$ cat config.mk
export PLATFORM = sky130hd
export DESIGN_NAME = rfg_ctrl
export DESIGN_NICKNAME = d
export VERILOG_FILES = /design/src/core/rfg_pkg.sv /design/src/core/rfg_ctrl.sv /design/src/core/rfg_thresh_rom.sv
export SDC_FILE = /design/constraint.sdc
export NUM_CORES = 1
export LEC_CHECK = 0
export ABC_AREA = 1
export BUFFER_PORTS_ARGS = -buffer_cell sky130_fd_sc_hd__buf_4
export CAP_MARGIN = 40
export CORE_UTILIZATION = 49
export CTS_CLUSTER_DIAMETER = 80
export CTS_CLUSTER_SIZE = 12
export DETAILED_ROUTE_END_ITERATION = 8
export GPL_TIMING_DRIVEN = 0
export MAX_ROUTING_LAYER = met4
export PLACE_DENSITY = 0.87
export SYNTH_ARGS = -nofsm -noshare
export SYNTH_HDL_FRONTEND = slang
export SYNTH_SLANG_ARGS = --single-unit
export TNS_END_PERCENT = 50
$ cat constraint.sdc
create_clock -name clk -period 2.55 [get_ports clk]
set_clock_uncertainty 0.1 [all_clocks]
set_input_delay 0.765 -clock clk [delete_from_list [all_inputs] [get_ports clk]]
set_output_delay 0.765 -clock clk [all_outputs]
set_load 0.01 [all_outputs]
$ cat src/core/rfg_pkg.sv
// package for the receive frame gate and gain test control block
// assumes an AXI4-Lite slave with 32-bit data and 8-bit register contents
package rfg_pkg;
  // ****************************************
  // register map
  // ****************************************
  // register index; the byte address on the bus is four times the index
  localparam logic [5:0] RFG_IDX_GATE      = 6'h15;
  localparam logic [5:0] RFG_IDX_GAIN_TEST = 6'h3C;
  localparam logic [5:0] RFG_IDX_MEAS_CTRL = 6'h03;
  localparam logic [5:0] RFG_IDX_STATUS    = 6'h11;
  localparam logic [7:0] RFG_OFS_GATE      = {RFG_IDX_GATE, 2'b00};
  localparam logic [7:0] RFG_OFS_GAIN_TEST = {RFG_IDX_GAIN_TEST, 2'b00};
  localparam logic [7:0] RFG_OFS_MEAS_CTRL = {RFG_IDX_MEAS_CTRL, 2'b00};
  localparam logic [7:0] RFG_OFS_STATUS    = {RFG_IDX_STATUS, 2'b00};
  localparam logic [7:0] RFG_GATE_RST      = 8'h00;
  localparam logic [7:0] RFG_GAIN_RST      = 8'h00;
  // ****************************************
  // field layout
  // ****************************************
  localparam int RFG_BIT_FRAME_BLOCK = 7;
  localparam int RFG_BIT_HOLD_SEL    = 5;
  localparam int RFG_BIT_GAIN_RESET  = 4;
  localparam int RFG_BIT_LOOP_DIS    = 3;
  localparam int RFG_BIT_HOLD        = 2;
  localparam int RFG_BIT_MEAS_EN     = 0;
  localparam logic [7:0] RFG_GATE_WMASK = 8'h8F;
  localparam logic [7:0] RFG_GAIN_WMASK = 8'h3F;
  // ****************************************
  // threshold arithmetic, levels in dB steps of the strength input
  // ****************************************
  localparam logic [7:0] RFG_STEP_DB = 8'h03;
  localparam logic [1:0] RFG_GAIN_MAX = 2'h0;
  localparam logic [1:0] RFG_AXI_OKAY   = 2'h0;
  localparam logic [1:0] RFG_AXI_SLVERR = 2'h2;
  typedef enum logic [1:0] {RFG_IDLE, RFG_ACTIVE, RFG_BLOCKED} rfg_rx_e;
endpackage

$ cat src/core/rfg_ctrl.sv
// receive frame gate and gain test control, AXI4-Lite slave
// assumes header detect, frame end and strength come synchronous to clk
// Notes on behaviour
// frame block set stops new frame starts
// frame in progress finishes despite block
// block works whatever threshold is set
// threshold zero accepts every valid header
// nonzero code needs strength above base plus 3dB(N-1)
// gain fields applied only in measurement mode
// hold select picks manual hold control
// gain reset returns gain to maximum
// loop disable stops automatic gain regulation
// manual gain used only with loop disabled
// reserved bits read zero, ignore writes
module rfg_ctrl
  import rfg_pkg::*;
(
  input  wire logic        clk,
  input  wire logic        nrst,
  input  wire logic [7:0]  s_axi_awaddr,
  input  wire logic        s_axi_awvalid,
  output logic             s_axi_awready,
  input  wire logic [31:0] s_axi_wdata,
  input  wire logic [3:0]  s_axi_wstrb,
  input  wire logic        s_axi_wvalid,
  output logic             s_axi_wready,
  output logic [1:0]       s_axi_bresp,
  output logic             s_axi_bvalid,
  input  wire logic        s_axi_bready,
  input  wire logic [7:0]  s_axi_araddr,
  input  wire logic        s_axi_arvalid,
  output logic             s_axi_arready,
  output logic [31:0]      s_axi_rdata,
  output logic [1:0]       s_axi_rresp,
  output logic             s_axi_rvalid,
  input  wire logic        s_axi_rready,
  input  wire logic        hdr_detect,
  input  wire logic        frame_end,
  input  wire logic [7:0]  rx_strength,
  input  wire logic [7:0]  strength_base_level,
  output logic             frame_accept,
  output logic             rx_busy,
  output logic             gain_loop_freeze,
  output logic             gain_reset_max,
  output logic             gain_manual,
  output logic [1:0]       gain_setting
);
  // ****************************************
  // state
  // ****************************************
  typedef struct packed {
    logic        aw_got;
    logic [7:0]  awaddr;
    logic        w_got;
    logic [7:0]  wdata;
    logic        wstrb0;
    logic        bvalid;
    logic [1:0]  bresp;
    logic        rvalid;
    logic [31:0] rdata;
    logic [1:0]  rresp;
    logic [7:0]  gate;
    logic [7:0]  gain;
    logic        meas_en;
    rfg_rx_e     rx;
    logic        accept;
    logic        freeze;
    logic        greset;
    logic        manual;
    logic [1:0]  gset;
    logic [3:0]  thr_code;
    logic        awrdy;
    logic        wrdy;
    logic        arrdy;
    logic        busy;
  } rfg_state_s;

  rfg_state_s st_q;
  rfg_state_s st_d;
  logic [7:0] thr_offset;
  logic [8:0] thr_level;
  logic [7:0] eff_gain;

  rfg_thresh_rom u_rom (
    .clk      (clk),
    .nrst     (nrst),
    .code     (st_q.gate[3:0]),
    .offset_q (thr_offset)
  );

  assign thr_level = {1'b0, strength_base_level} + {1'b0, thr_offset};

  always_comb begin
    st_d = st_q;
    // ****************************************
    // write channel
    // ****************************************
    if (s_axi_awvalid && !st_q.aw_got) begin
      st_d.aw_got = 1'b1;
      st_d.awaddr = s_axi_awaddr;
    end
    if (s_axi_wvalid && !st_q.w_got) begin
      st_d.w_got  = 1'b1;
      st_d.wdata  = s_axi_wdata[7:0];
      st_d.wstrb0 = s_axi_wstrb[0];
    end
    if (st_q.bvalid && s_axi_bready) begin
      st_d.bvalid = 1'b0;
    end
    if (st_q.aw_got && st_q.w_got && !st_q.bvalid) begin
      st_d.aw_got = 1'b0;
      st_d.w_got  = 1'b0;
      st_d.bvalid = 1'b1;
      st_d.bresp  = RFG_AXI_OKAY;
      if (st_q.awaddr[7:2] == RFG_OFS_GATE[7:2]) begin
        if (st_q.wstrb0) st_d.gate = st_q.wdata & RFG_GATE_WMASK;
      end else if (st_q.awaddr[7:2] == RFG_OFS_GAIN_TEST[7:2]) begin
        if (st_q.wstrb0) st_d.gain = st_q.wdata & RFG_GAIN_WMASK;
      end else if (st_q.awaddr[7:2] == RFG_OFS_MEAS_CTRL[7:2]) begin
        if (st_q.wstrb0) st_d.meas_en = st_q.wdata[RFG_BIT_MEAS_EN];
      end else if (st_q.awaddr[7:2] == RFG_OFS_STATUS[7:2]) begin
        st_d.bresp = RFG_AXI_OKAY;
      end else begin
        st_d.bresp = RFG_AXI_SLVERR;
      end
    end
    // ****************************************
    // read channel
    // ****************************************
    if (st_q.rvalid && s_axi_rready) begin
      st_d.rvalid = 1'b0;
    end
    if (s_axi_arvalid && !st_q.rvalid) begin
      st_d.rvalid = 1'b1;
      st_d.rresp  = RFG_AXI_OKAY;
      st_d.rdata  = 32'h0000_0000;
      if (s_axi_araddr[7:2] == RFG_OFS_GATE[7:2]) begin
        st_d.rdata[7:0] = st_q.gate;
      end else if (s_axi_araddr[7:2] == RFG_OFS_GAIN_TEST[7:2]) begin
        st_d.rdata[7:0] = st_q.gain;
      end else if (s_axi_araddr[7:2] == RFG_OFS_MEAS_CTRL[7:2]) begin
        st_d.rdata[0] = st_q.meas_en;
      end else if (s_axi_araddr[7:2] == RFG_OFS_STATUS[7:2]) begin
        st_d.rdata[1:0] = st_q.rx;
      end else begin
        st_d.rresp = RFG_AXI_SLVERR;
      end
    end
    // ****************************************
    // frame gate
    // ****************************************
    st_d.accept   = 1'b0;
    st_d.thr_code = st_q.gate[3:0];
    case (st_q.rx)
      RFG_IDLE, RFG_BLOCKED: begin
        if (st_q.gate[RFG_BIT_FRAME_BLOCK]) begin
          st_d.rx = RFG_BLOCKED;
        end else begin
          st_d.rx = RFG_IDLE;
          // the table answers a code change one cycle late; a nonzero code accepts nothing until it settles
          if (hdr_detect && (st_q.gate[3:0] == 4'h0 ||
              (st_q.thr_code == st_q.gate[3:0] && {1'b0, rx_strength} > thr_level))) begin
            st_d.rx     = RFG_ACTIVE;
            st_d.accept = 1'b1;
          end
        end
      end
      RFG_ACTIVE: begin
        if (frame_end) st_d.rx = RFG_IDLE;
      end
      default: st_d.rx = RFG_IDLE;
    endcase
    // ****************************************
    // gain overrides
    // ****************************************
    eff_gain    = st_q.meas_en ? st_q.gain : RFG_GAIN_RST;
    st_d.freeze = eff_gain[RFG_BIT_HOLD_SEL] & eff_gain[RFG_BIT_HOLD];
    st_d.greset = eff_gain[RFG_BIT_GAIN_RESET];
    st_d.manual = eff_gain[RFG_BIT_LOOP_DIS];
    st_d.gset   = eff_gain[RFG_BIT_LOOP_DIS] ? eff_gain[1:0] : RFG_GAIN_MAX;
    // ****************************************
    // handshake and status flops
    // ****************************************
    st_d.awrdy = !st_d.aw_got;
    st_d.wrdy  = !st_d.w_got;
    st_d.arrdy = !st_d.rvalid;
    st_d.busy  = (st_d.rx == RFG_ACTIVE);
  end

  always_ff @(posedge clk or negedge nrst) begin
    if (!nrst) begin
      st_q <= '{rx: RFG_IDLE, awrdy: 1'b1, wrdy: 1'b1, arrdy: 1'b1, default: '0};
    end else begin
      st_q <= st_d;
    end
  end

  assign s_axi_awready    = st_q.awrdy;
  assign s_axi_wready     = st_q.wrdy;
  assign s_axi_bvalid     = st_q.bvalid;
  assign s_axi_bresp      = st_q.bresp;
  assign s_axi_arready    = st_q.arrdy;
  assign s_axi_rvalid     = st_q.rvalid;
  assign s_axi_rdata      = st_q.rdata;
  assign s_axi_rresp      = st_q.rresp;
  assign frame_accept     = st_q.accept;
  assign rx_busy          = st_q.busy;
  assign gain_loop_freeze = st_q.freeze;
  assign gain_reset_max   = st_q.greset;
  assign gain_manual      = st_q.manual;
  assign gain_setting     = st_q.gset;

  // ****************************************
  // checks
  // ****************************************
  // strength a frame must beat for the programmed nonzero code
  logic [8:0] chk_req;
  assign chk_req = {1'b0, strength_base_level} + 9'(st_q.gate[3:0] - 4'h1) * 9'(RFG_STEP_DB);
  AST_BLOCK_NO_START: assert property (@(posedge clk) disable iff (!nrst)
    (st_q.gate[RFG_BIT_FRAME_BLOCK] && st_q.rx != RFG_ACTIVE) |=> !frame_accept)
    else $error("frame started while blocked");
  AST_ACTIVE_HOLDS: assert property (@(posedge clk) disable iff (!nrst)
    (rx_busy && !frame_end) |=> rx_busy)
    else $error("active frame aborted");
  AST_BLOCK_ANY_THR: assert property (@(posedge clk) disable iff (!nrst)
    (st_q.gate[RFG_BIT_FRAME_BLOCK] && !rx_busy && hdr_detect) |=> !rx_busy)
    else $error("block ignored");
  AST_ZERO_ACCEPTS: assert property (@(posedge clk) disable iff (!nrst)
    (st_q.gate == 8'h00 && st_q.rx == RFG_IDLE && hdr_detect) |=> frame_accept)
    else $error("zero threshold rejected frame");
  AST_WEAK_REJECT: assert property (@(posedge clk) disable iff (!nrst)
    (st_q.gate[3:0] != 4'h0 && {1'b0, rx_strength} <= chk_req) |=> !frame_accept)
    else $error("weak frame accepted");
  AST_MEAS_OFF: assert property (@(posedge clk) disable iff (!nrst)
    !st_q.meas_en |=> !(gain_loop_freeze || gain_reset_max || gain_manual))
    else $error("gain override outside measurement mode");
  AST_HOLD_SEL: assert property (@(posedge clk) disable iff (!nrst)
    (st_q.meas_en && !st_q.gain[RFG_BIT_HOLD_SEL]) |=> !gain_loop_freeze)
    else $error("freeze without hold select");
  AST_GAIN_RESET: assert property (@(posedge clk) disable iff (!nrst)
    (st_q.meas_en && st_q.gain[RFG_BIT_GAIN_RESET]) |=> gain_reset_max)
    else $error("gain reset not applied");
  AST_MANUAL_GAIN: assert property (@(posedge clk) disable iff (!nrst)
    !gain_manual |-> gain_setting == RFG_GAIN_MAX)
    else $error("manual gain without loop disable");
  AST_RESERVED: assert property (@(posedge clk) disable iff (!nrst)
    st_q.gate[6:4] == 3'h0 && st_q.gain[7:6] == 2'h0)
    else $error("reserved bit set");
  AST_STRONG_ACCEPT: assert property (@(posedge clk) disable iff (!nrst)
    (!st_q.gate[RFG_BIT_FRAME_BLOCK] && !rx_busy && hdr_detect && st_q.gate[3:0] != 4'h0 &&
     st_q.thr_code == st_q.gate[3:0] && {1'b0, rx_strength} > chk_req) |=> frame_accept)
    else $error("strong frame refused");
  AST_ZERO_ANY_STATE: assert property (@(posedge clk) disable iff (!nrst)
    (st_q.gate == 8'h00 && !rx_busy && hdr_detect) |=> frame_accept)
    else $error("zero threshold refused frame");
  AST_BLOCK_STATE: assert property (@(posedge clk) disable iff (!nrst)
    (st_q.gate[RFG_BIT_FRAME_BLOCK] && !rx_busy) |=> st_q.rx == RFG_BLOCKED)
    else $error("block bit not honoured");
  AST_BLOCK_RELEASE: assert property (@(posedge clk) disable iff (!nrst)
    (!st_q.gate[RFG_BIT_FRAME_BLOCK] && st_q.rx == RFG_BLOCKED) |=> st_q.rx != RFG_BLOCKED)
    else $error("block kept after clear");
  AST_NO_RESTART: assert property (@(posedge clk) disable iff (!nrst)
    rx_busy |=> !frame_accept)
    else $error("new frame started over active one");
  AST_ACCEPT_BUSY: assert property (@(posedge clk) disable iff (!nrst)
    frame_accept |-> rx_busy)
    else $error("accept without active frame");
  AST_END_CLEARS: assert property (@(posedge clk) disable iff (!nrst)
    (rx_busy && frame_end) |=> !rx_busy)
    else $error("frame end ignored");
  AST_MEAS_OFF_GAIN: assert property (@(posedge clk) disable iff (!nrst)
    !st_q.meas_en |=> gain_setting == RFG_GAIN_MAX)
    else $error("manual gain outside measurement mode");
  AST_HOLD_ON: assert property (@(posedge clk) disable iff (!nrst)
    (st_q.meas_en && st_q.gain[RFG_BIT_HOLD_SEL] && st_q.gain[RFG_BIT_HOLD]) |=> gain_loop_freeze)
    else $error("manual hold not frozen");
  AST_HOLD_OFF: assert property (@(posedge clk) disable iff (!nrst)
    (st_q.meas_en && st_q.gain[RFG_BIT_HOLD_SEL] && !st_q.gain[RFG_BIT_HOLD]) |=> !gain_loop_freeze)
    else $error("manual run still frozen");
  AST_NO_GAIN_RESET: assert property (@(posedge clk) disable iff (!nrst)
    (st_q.meas_en && !st_q.gain[RFG_BIT_GAIN_RESET]) |=> !gain_reset_max)
    else $error("gain reset without bit");
  AST_LOOP_DIS: assert property (@(posedge clk) disable iff (!nrst)
    (st_q.meas_en && st_q.gain[RFG_BIT_LOOP_DIS]) |=> gain_manual)
    else $error("loop disable not applied");
  AST_LOOP_AUTO: assert property (@(posedge clk) disable iff (!nrst)
    (st_q.meas_en && !st_q.gain[RFG_BIT_LOOP_DIS]) |=> !gain_manual)
    else $error("loop stopped without disable");
  AST_MANUAL_SET: assert property (@(posedge clk) disable iff (!nrst)
    (st_q.meas_en && st_q.gain[RFG_BIT_LOOP_DIS]) |=> gain_setting == $past(st_q.gain[1:0]))
    else $error("manual gain code not applied");
  AST_WRITE_GAIN: assert property (@(posedge clk) disable iff (!nrst)
    (st_q.aw_got && st_q.w_got && !st_q.bvalid && st_q.wstrb0 && st_q.awaddr[7:2] == RFG_IDX_GAIN_TEST)
    |=> st_q.gain == {2'b00, $past(st_q.wdata[5:0])})
    else $error("gain test write lost");
  AST_WRITE_GATE: assert property (@(posedge clk) disable iff (!nrst)
    (st_q.aw_got && st_q.w_got && !st_q.bvalid && st_q.wstrb0 && st_q.awaddr[7:2] == RFG_IDX_GATE)
    |=> st_q.gate == {$past(st_q.wdata[7]), 3'h0, $past(st_q.wdata[3:0])})
    else $error("gate write not masked");
  AST_READ_GAIN: assert property (@(posedge clk) disable iff (!nrst)
    (s_axi_arvalid && s_axi_arready && s_axi_araddr[7:2] == RFG_IDX_GAIN_TEST)
    |=> s_axi_rdata == {24'h000000, $past(st_q.gain)})
    else $error("gain test read wrong");
  AST_READ_GATE: assert property (@(posedge clk) disable iff (!nrst)
    (s_axi_arvalid && s_axi_arready && s_axi_araddr[7:2] == RFG_IDX_GATE)
    |=> (s_axi_rdata[31:8] == 24'h000000 && s_axi_rdata[6:4] == 3'h0))
    else $error("gate reserved bits read nonzero");
endmodule

$ cat src/core/rfg_thresh_rom.sv
// registered threshold table: code to required strength above base
// assumes codes 1..15 need base plus 3 dB times (code minus 1)
module rfg_thresh_rom
  import rfg_pkg::*;
(
  input  wire logic       clk,
  input  wire logic       nrst,
  input  wire logic [3:0] code,
  output logic      [7:0] offset_q
);
  logic [7:0] table_w [16];
  // ****************************************
  // table
  // ****************************************
  for (genvar i = 0; i < 16; i++) begin : g_tab
    if (i == 0) begin : g_z
      assign table_w[i] = 8'h00;
    end else begin : g_n
      assign table_w[i] = 8'((i - 1) * RFG_STEP_DB);
    end
  end
  always_ff @(posedge clk or negedge nrst) begin
    if (!nrst) begin
      offset_q <= 8'h00;
    end else begin
      offset_q <= table_w[code];
    end
  end
endmodule

; ---- Word-level counts from Yosys, hierarchy flattened
; Memory sizes are Yosys's and may differ from the RTL's. A register that Yosys moved wholly into a read port is not among the register bits.
; Index checks and enable logic that the tools add are counted.
; Widths: inputs -> output; s select.
[classes]
add_sub_neg = 1
magnitude_cmp = 1
eq_ne = 12
n_mux = 30
n_bitwise = 4
n_reduce_logical = 25
[op_table]
columns = operator, count
row1 = $mux 35, 1
row2 = $mux 2, 14
row3 = $eq 6x5->1 const B, 4
row4 = $eq 6x2->1 const B, 2
row5 = $eq 6x6->1 const B, 2
row6 = $mux 10, 1
row7 = $add 8x8->9, 1
row8 = $gt 8x9->1, 1
row9 = $logic_and 1x1->1, 9
row10 = $mux 9, 1
row11 = $logic_not 1->1, 8
row12 = $mux 1, 8
row13 = $mux 8, 1
row14 = $mux 6, 1
row15 = $not 4->5, 1
row16 = $reduce_and 5->1, 1
row17 = $eq 2x1->1 const B, 2
row18 = $eq 4x4->1, 1
row19 = $logic_not 4->1, 1
row20 = $mux 4, 1
row21 = $pmux 2 s2, 1
row22 = $reduce_and 4->1, 1
row23 = $mux 3, 1
row24 = $reduce_and 3->1, 1
row25 = other kinds (7), 8
[totals]
register_bits = 61
mem_bits_ro = 128
in_bits = 77
elab_cells = 98
mem_count = 1
[mem_list]
columns = memory, words, word_bits, read_ports, rd_clocked_by_memory_dff, write_ports, line
row1 = (no name shown), 16, 8, 1, 1, 0, rfg_thresh_rom.sv:26  ; offset_q <= table_w[code];

; ---- Longest topological paths before layout
[depth]
depth_word = 9
ltp_mapped = 18

; ---- By module
; From an unflattened synthesis, not the netlist that was laid out.
[unflattened]
cells_unflattened = 392
hier_area_um2 = 3439.5
[by_module_without_submodules]
columns = module, instances, cells_per_inst, area_each_um2
row1 = rfg_ctrl, 1, 358, 3144.3
row2 = rfg_thresh_rom, 1, 34, 295.3

; ---- Least setup slack after synthesis
; Ideal clock, no wire load.
[synth_timing]
path_kind = input port to flip-flop
from = in strength_base_level[0]
to = reg st_q (netlist bit rx_busy)
t_arrival_ns = 2.547
setup_slack_ns = -0.215
path_stages = 18
path_buffers = 0
path_cell_list = ha_1 inv_1 fa_1 o21ai_2 xor2_1 ha_1 nand2_1 nor2_1 nand2_1 nand3_1 nand2_1 nand2_1 nand2_1 nand2_1 nand2_1 nand2_1 nand2_2 nand2_1
[synth_rtl]
columns = item, line
row1 = start: declaration, rfg_ctrl.sv:40  ; input wire logic [7:0] strength_base_level,
row2 = end signal: assignment, rfg_ctrl.sv:194  ; st_q <= st_d;
row3 = end: declaration, rfg_ctrl.sv:78  ; rfg_state_s st_q;

==> results.yml <==
status:
  outcome: "finished, violations left"
  violations: "negative setup slack"
cts:
  clkTransAtPathRegs_ns: 0.07
  hold_buffers: 0
  cts_sinks: 60
  h-tree-depth: 3
  cts_tree: "done"
  clk_path_buf_depth: 2
  insertion_delay_ns: 0.33
  clockRootBuffer: "clkbuf_8"
  cts_buffers: 9
worst_setup_path:
  timing.rr.end: "st_q[14]$_DFF_PN0_"
  worstSetupEndpointType: "flop"
  cp.arrival_ns: 2.77
  cp_slowest_cell: "fa_2"
  startpoint: "strength_base_level[0]"
  r2r_slack_ns: 0.06
  max_stage_delay_ns: 0.37
  r2r_start: "u_rom.offset_q[0]$_DFF_PN0_"
  cp.required_ns: 2.72
  crit_top_cell: "nand2_1"
  cp-endpoint: "st_q[14]$_DFF_PN0_"
  rr_worst_depth: 18
  cp-start-kind: "input port"
  cp_max_fo: 3
  path_cells: "buf_6 > ha_4 > inv_2 > fa_2 > buf_4 > xor2_1 > ha_1 > nand2_1 > nor2_2 > nand2_1 > nand3_1 > nand2_1 > nand2_1 > nand2_1 > nand2_1 > nand2_1 > nand2_1 > nand2_2 > nand2_1"
  crit_type: "input port to flop"
route:
  dr.first_iter.drc_count: 191
  vias: 2669
  firstDrtPassIters: 4
  ant_nets: 0
  totalWireLength_um: 6800
  wl_per_cell_um: 12.3
  detail_route.vias_per_cell: 4.82
  drcViolationCount: 0
sta:
  setup_ws_ns: -0.0539
  finalHoldViolCount: 0
  whs_ns: 0.296
  max_freq_mhz: 384
  grt_setup_unrepaired: "true"
  drv_slew: 0
  worstMarginPinSlew_ns: 0.737
  fin_crit_ns: 2.60
  relSlewSlack_pct: 50.9
  final.period_utilization_pct: 102
  setup_viol: 3
yosys:
  synthArstFlopShare_pct: 100
  synthTopCellsByCount: "nand2_1 (68), dfrtp_1 (57), inv_1 (49)"
  ys_top_cells_by_area: "dfrtp_1 (44%), buf_4 (9.0%), nand2_1 (7.8%), ha_1 (6.5%), inv_1 (5.6%)"
  synth_cell_types: 38
  netlist_area_um2: 3260
  yosys_most_used_dff: "dfrtp_1"
  yosysWarnings: 0
  yosys.area.top_type: "dfrtp_1"
  yosysSeqAreaShare_pct: 46.2
  synth_edf_count: 0
  synth_seq_cells: 60
  synth_cells: 366
  yosysMostFrequentCell: "nand2_1"
  synth_top_area_share_pct: 43.8
  synth_area_per_cell_um2: 8.90
global_routing:
  grt_start_max_net_pins: 61
  grt_pass1_wl_um: 11400
  grtUsageTotal_pct: 21.1
  antenna_found_initial: 0
  grt-ovfl-total: 0
  first_global_vias: 2569
placed_design:
  dpl.hpwl_um: 5010
  io_buffers: 65
  dp.cells: 534
  preCtsSetupSlack_ns: -0.489
  gp_congestion: 0.875
die:
  die-width_um: 83.5
  start_util_pct: 51.0
  row_count: 29
  die_y_um: 83.5
  core_area_um2: 6390
  dieArea_um2: 6980
  io_pins: 125
finish:
  antenna_cells: 0
  fillCellCount: 511
  instances_no_fill: 554
  nNetsFinal: 567
  area.growth.synth_to_final_pct: 29.3
  final_core_util_pct: 66.0
  drive_gt1_share_pct: 33.1
power:
  power.density_nw_per_um2: 885
  power_mw: 3.73
  p_leak_nw: 2.26
  vdd_drop_max_v: 0.000603
worst_hold_path:
  hold_path_class: "flop to flop"
run:
  drv_cap: 0
[metal layers]
layer | GRT usage (%) | vias up | wire length, µm
met4 | 6.93 | 0 | 57
li1 | - | 1321 | -
met3 | 6.13 | 6 | 468
met1 | 25.0 | 1245 | 2880
met5 | - | - | 0
met2 | 34.6 | 97 | 3390
[final cells by class]
class	count	area (µm²)	share of cell area [%]
Timing Repair Buffer	69	522	12.4
Buffer	43	325	7.72
Multi-Input combinational cell	240	1410	33.4
Clock inverter	2	10.0	0.238
Inverter	49	184	4.37
Sequential cell	60	1510	35.7
Tap cell	77	96.3	2.29
Clock buffer	14	163	3.86
[how the worst min path moves through the flow]
stage / from / to / slack, ns / cells after the start
after floorplan: st_d[6]$_DFFE_PN0P_ / st_q[6]$_DFF_PN0_ / 0.27 / 0
after global placement: st_d[7]$_DFFE_PN0P_ / st_q[7]$_DFF_PN0_ / 0.28 / 0
after detailed placement: st_d[6]$_DFFE_PN0P_ / st_q[6]$_DFF_PN0_ / 0.28 / 0
after CTS: st_d[6]$_DFFE_PN0P_ / st_q[6]$_DFF_PN0_ / 0.30 / 0
after global routing: st_d[6]$_DFFE_PN0P_ / st_q[6]$_DFF_PN0_ / 0.31 / 0
final: st_d[6]$_DFFE_PN0P_ / st_q[6]$_DFF_PN0_ / 0.30 / 0
[power breakdown]
part           internal, mW  switching, mW  total (mW)  leakage (nW)
registers              1.27          0.212        1.48         0.760
clock network         0.404          0.344       0.747        0.0905
logic                 0.689          0.812        1.50          1.41
total                  2.36           1.37        3.73          2.26
[sequential cells by signal, summed over array words and instances, names as in the netlist, 2 cells and up]
signal and count:
st_q 30, s_axi_rdata 7, u_rom.offset_q 5, st_d 4, gain_setting 2
[what timing repair did]
| action | CTS | global route |
|---|---|---|
| pin swaps | 8 | 2 |
| buffers inserted | 3 | 1 |
| cloned | 0 | 0 |
| gates resized for setup | 9 | 3 |
| setup endpoints to repair | 3 | 3 |
[metrics by stage]
step,setup TNS (ns),instance area [µm²]
2_1_floorplan,-0.388,3380
3_3_place_gp,-1.22,3960
3_5_place_dp,-1.47,3960
4_1_cts,-0.0689,4200
5_1_grt,-0.509,4210
6_report,-0.144,4210
[placed cells by master (no fill, tap or decap), types with 6 or more instances in the layout]
master | Yosys | routed
nand2_2 | 3 | 6
nor2_1 | 29 | 28
dfrtp_1 | 57 | 57
o21ai_0 | 10 | 10
inv_1 | 49 | 47
o21ai_1 | 13 | 13
clkbuf_8 | 0 | 11
conb_1 | 1 | 27
nand3_1 | 9 | 9
a21oi_1 | 19 | 17
nand2_1 | 68 | 65
ha_1 | 17 | 14
buf_4 | 39 | 107
[cells by family after synthesis]
group           after synthesis  synth area share (%)
flops                        60                  46.2
other cells                   1                 0.115
mux                           5                  1.73
fa+ha+maj                    18                  7.14
xor+xnor                      9                  2.42
simple gates                128                  17.6
buf+inv                      92                  15.6
compound gates               53                  9.18
[worst max-delay path, delay by kind of cell]
kind	cells	cell delay, ns
and+or+nand+nor	12	0.81
xor gates and xnor gates	1	0.14
adders and majority gates	3	0.78
buffers and inverters	3	0.28
Note: power is estimated with default switching activity, not from simulation.
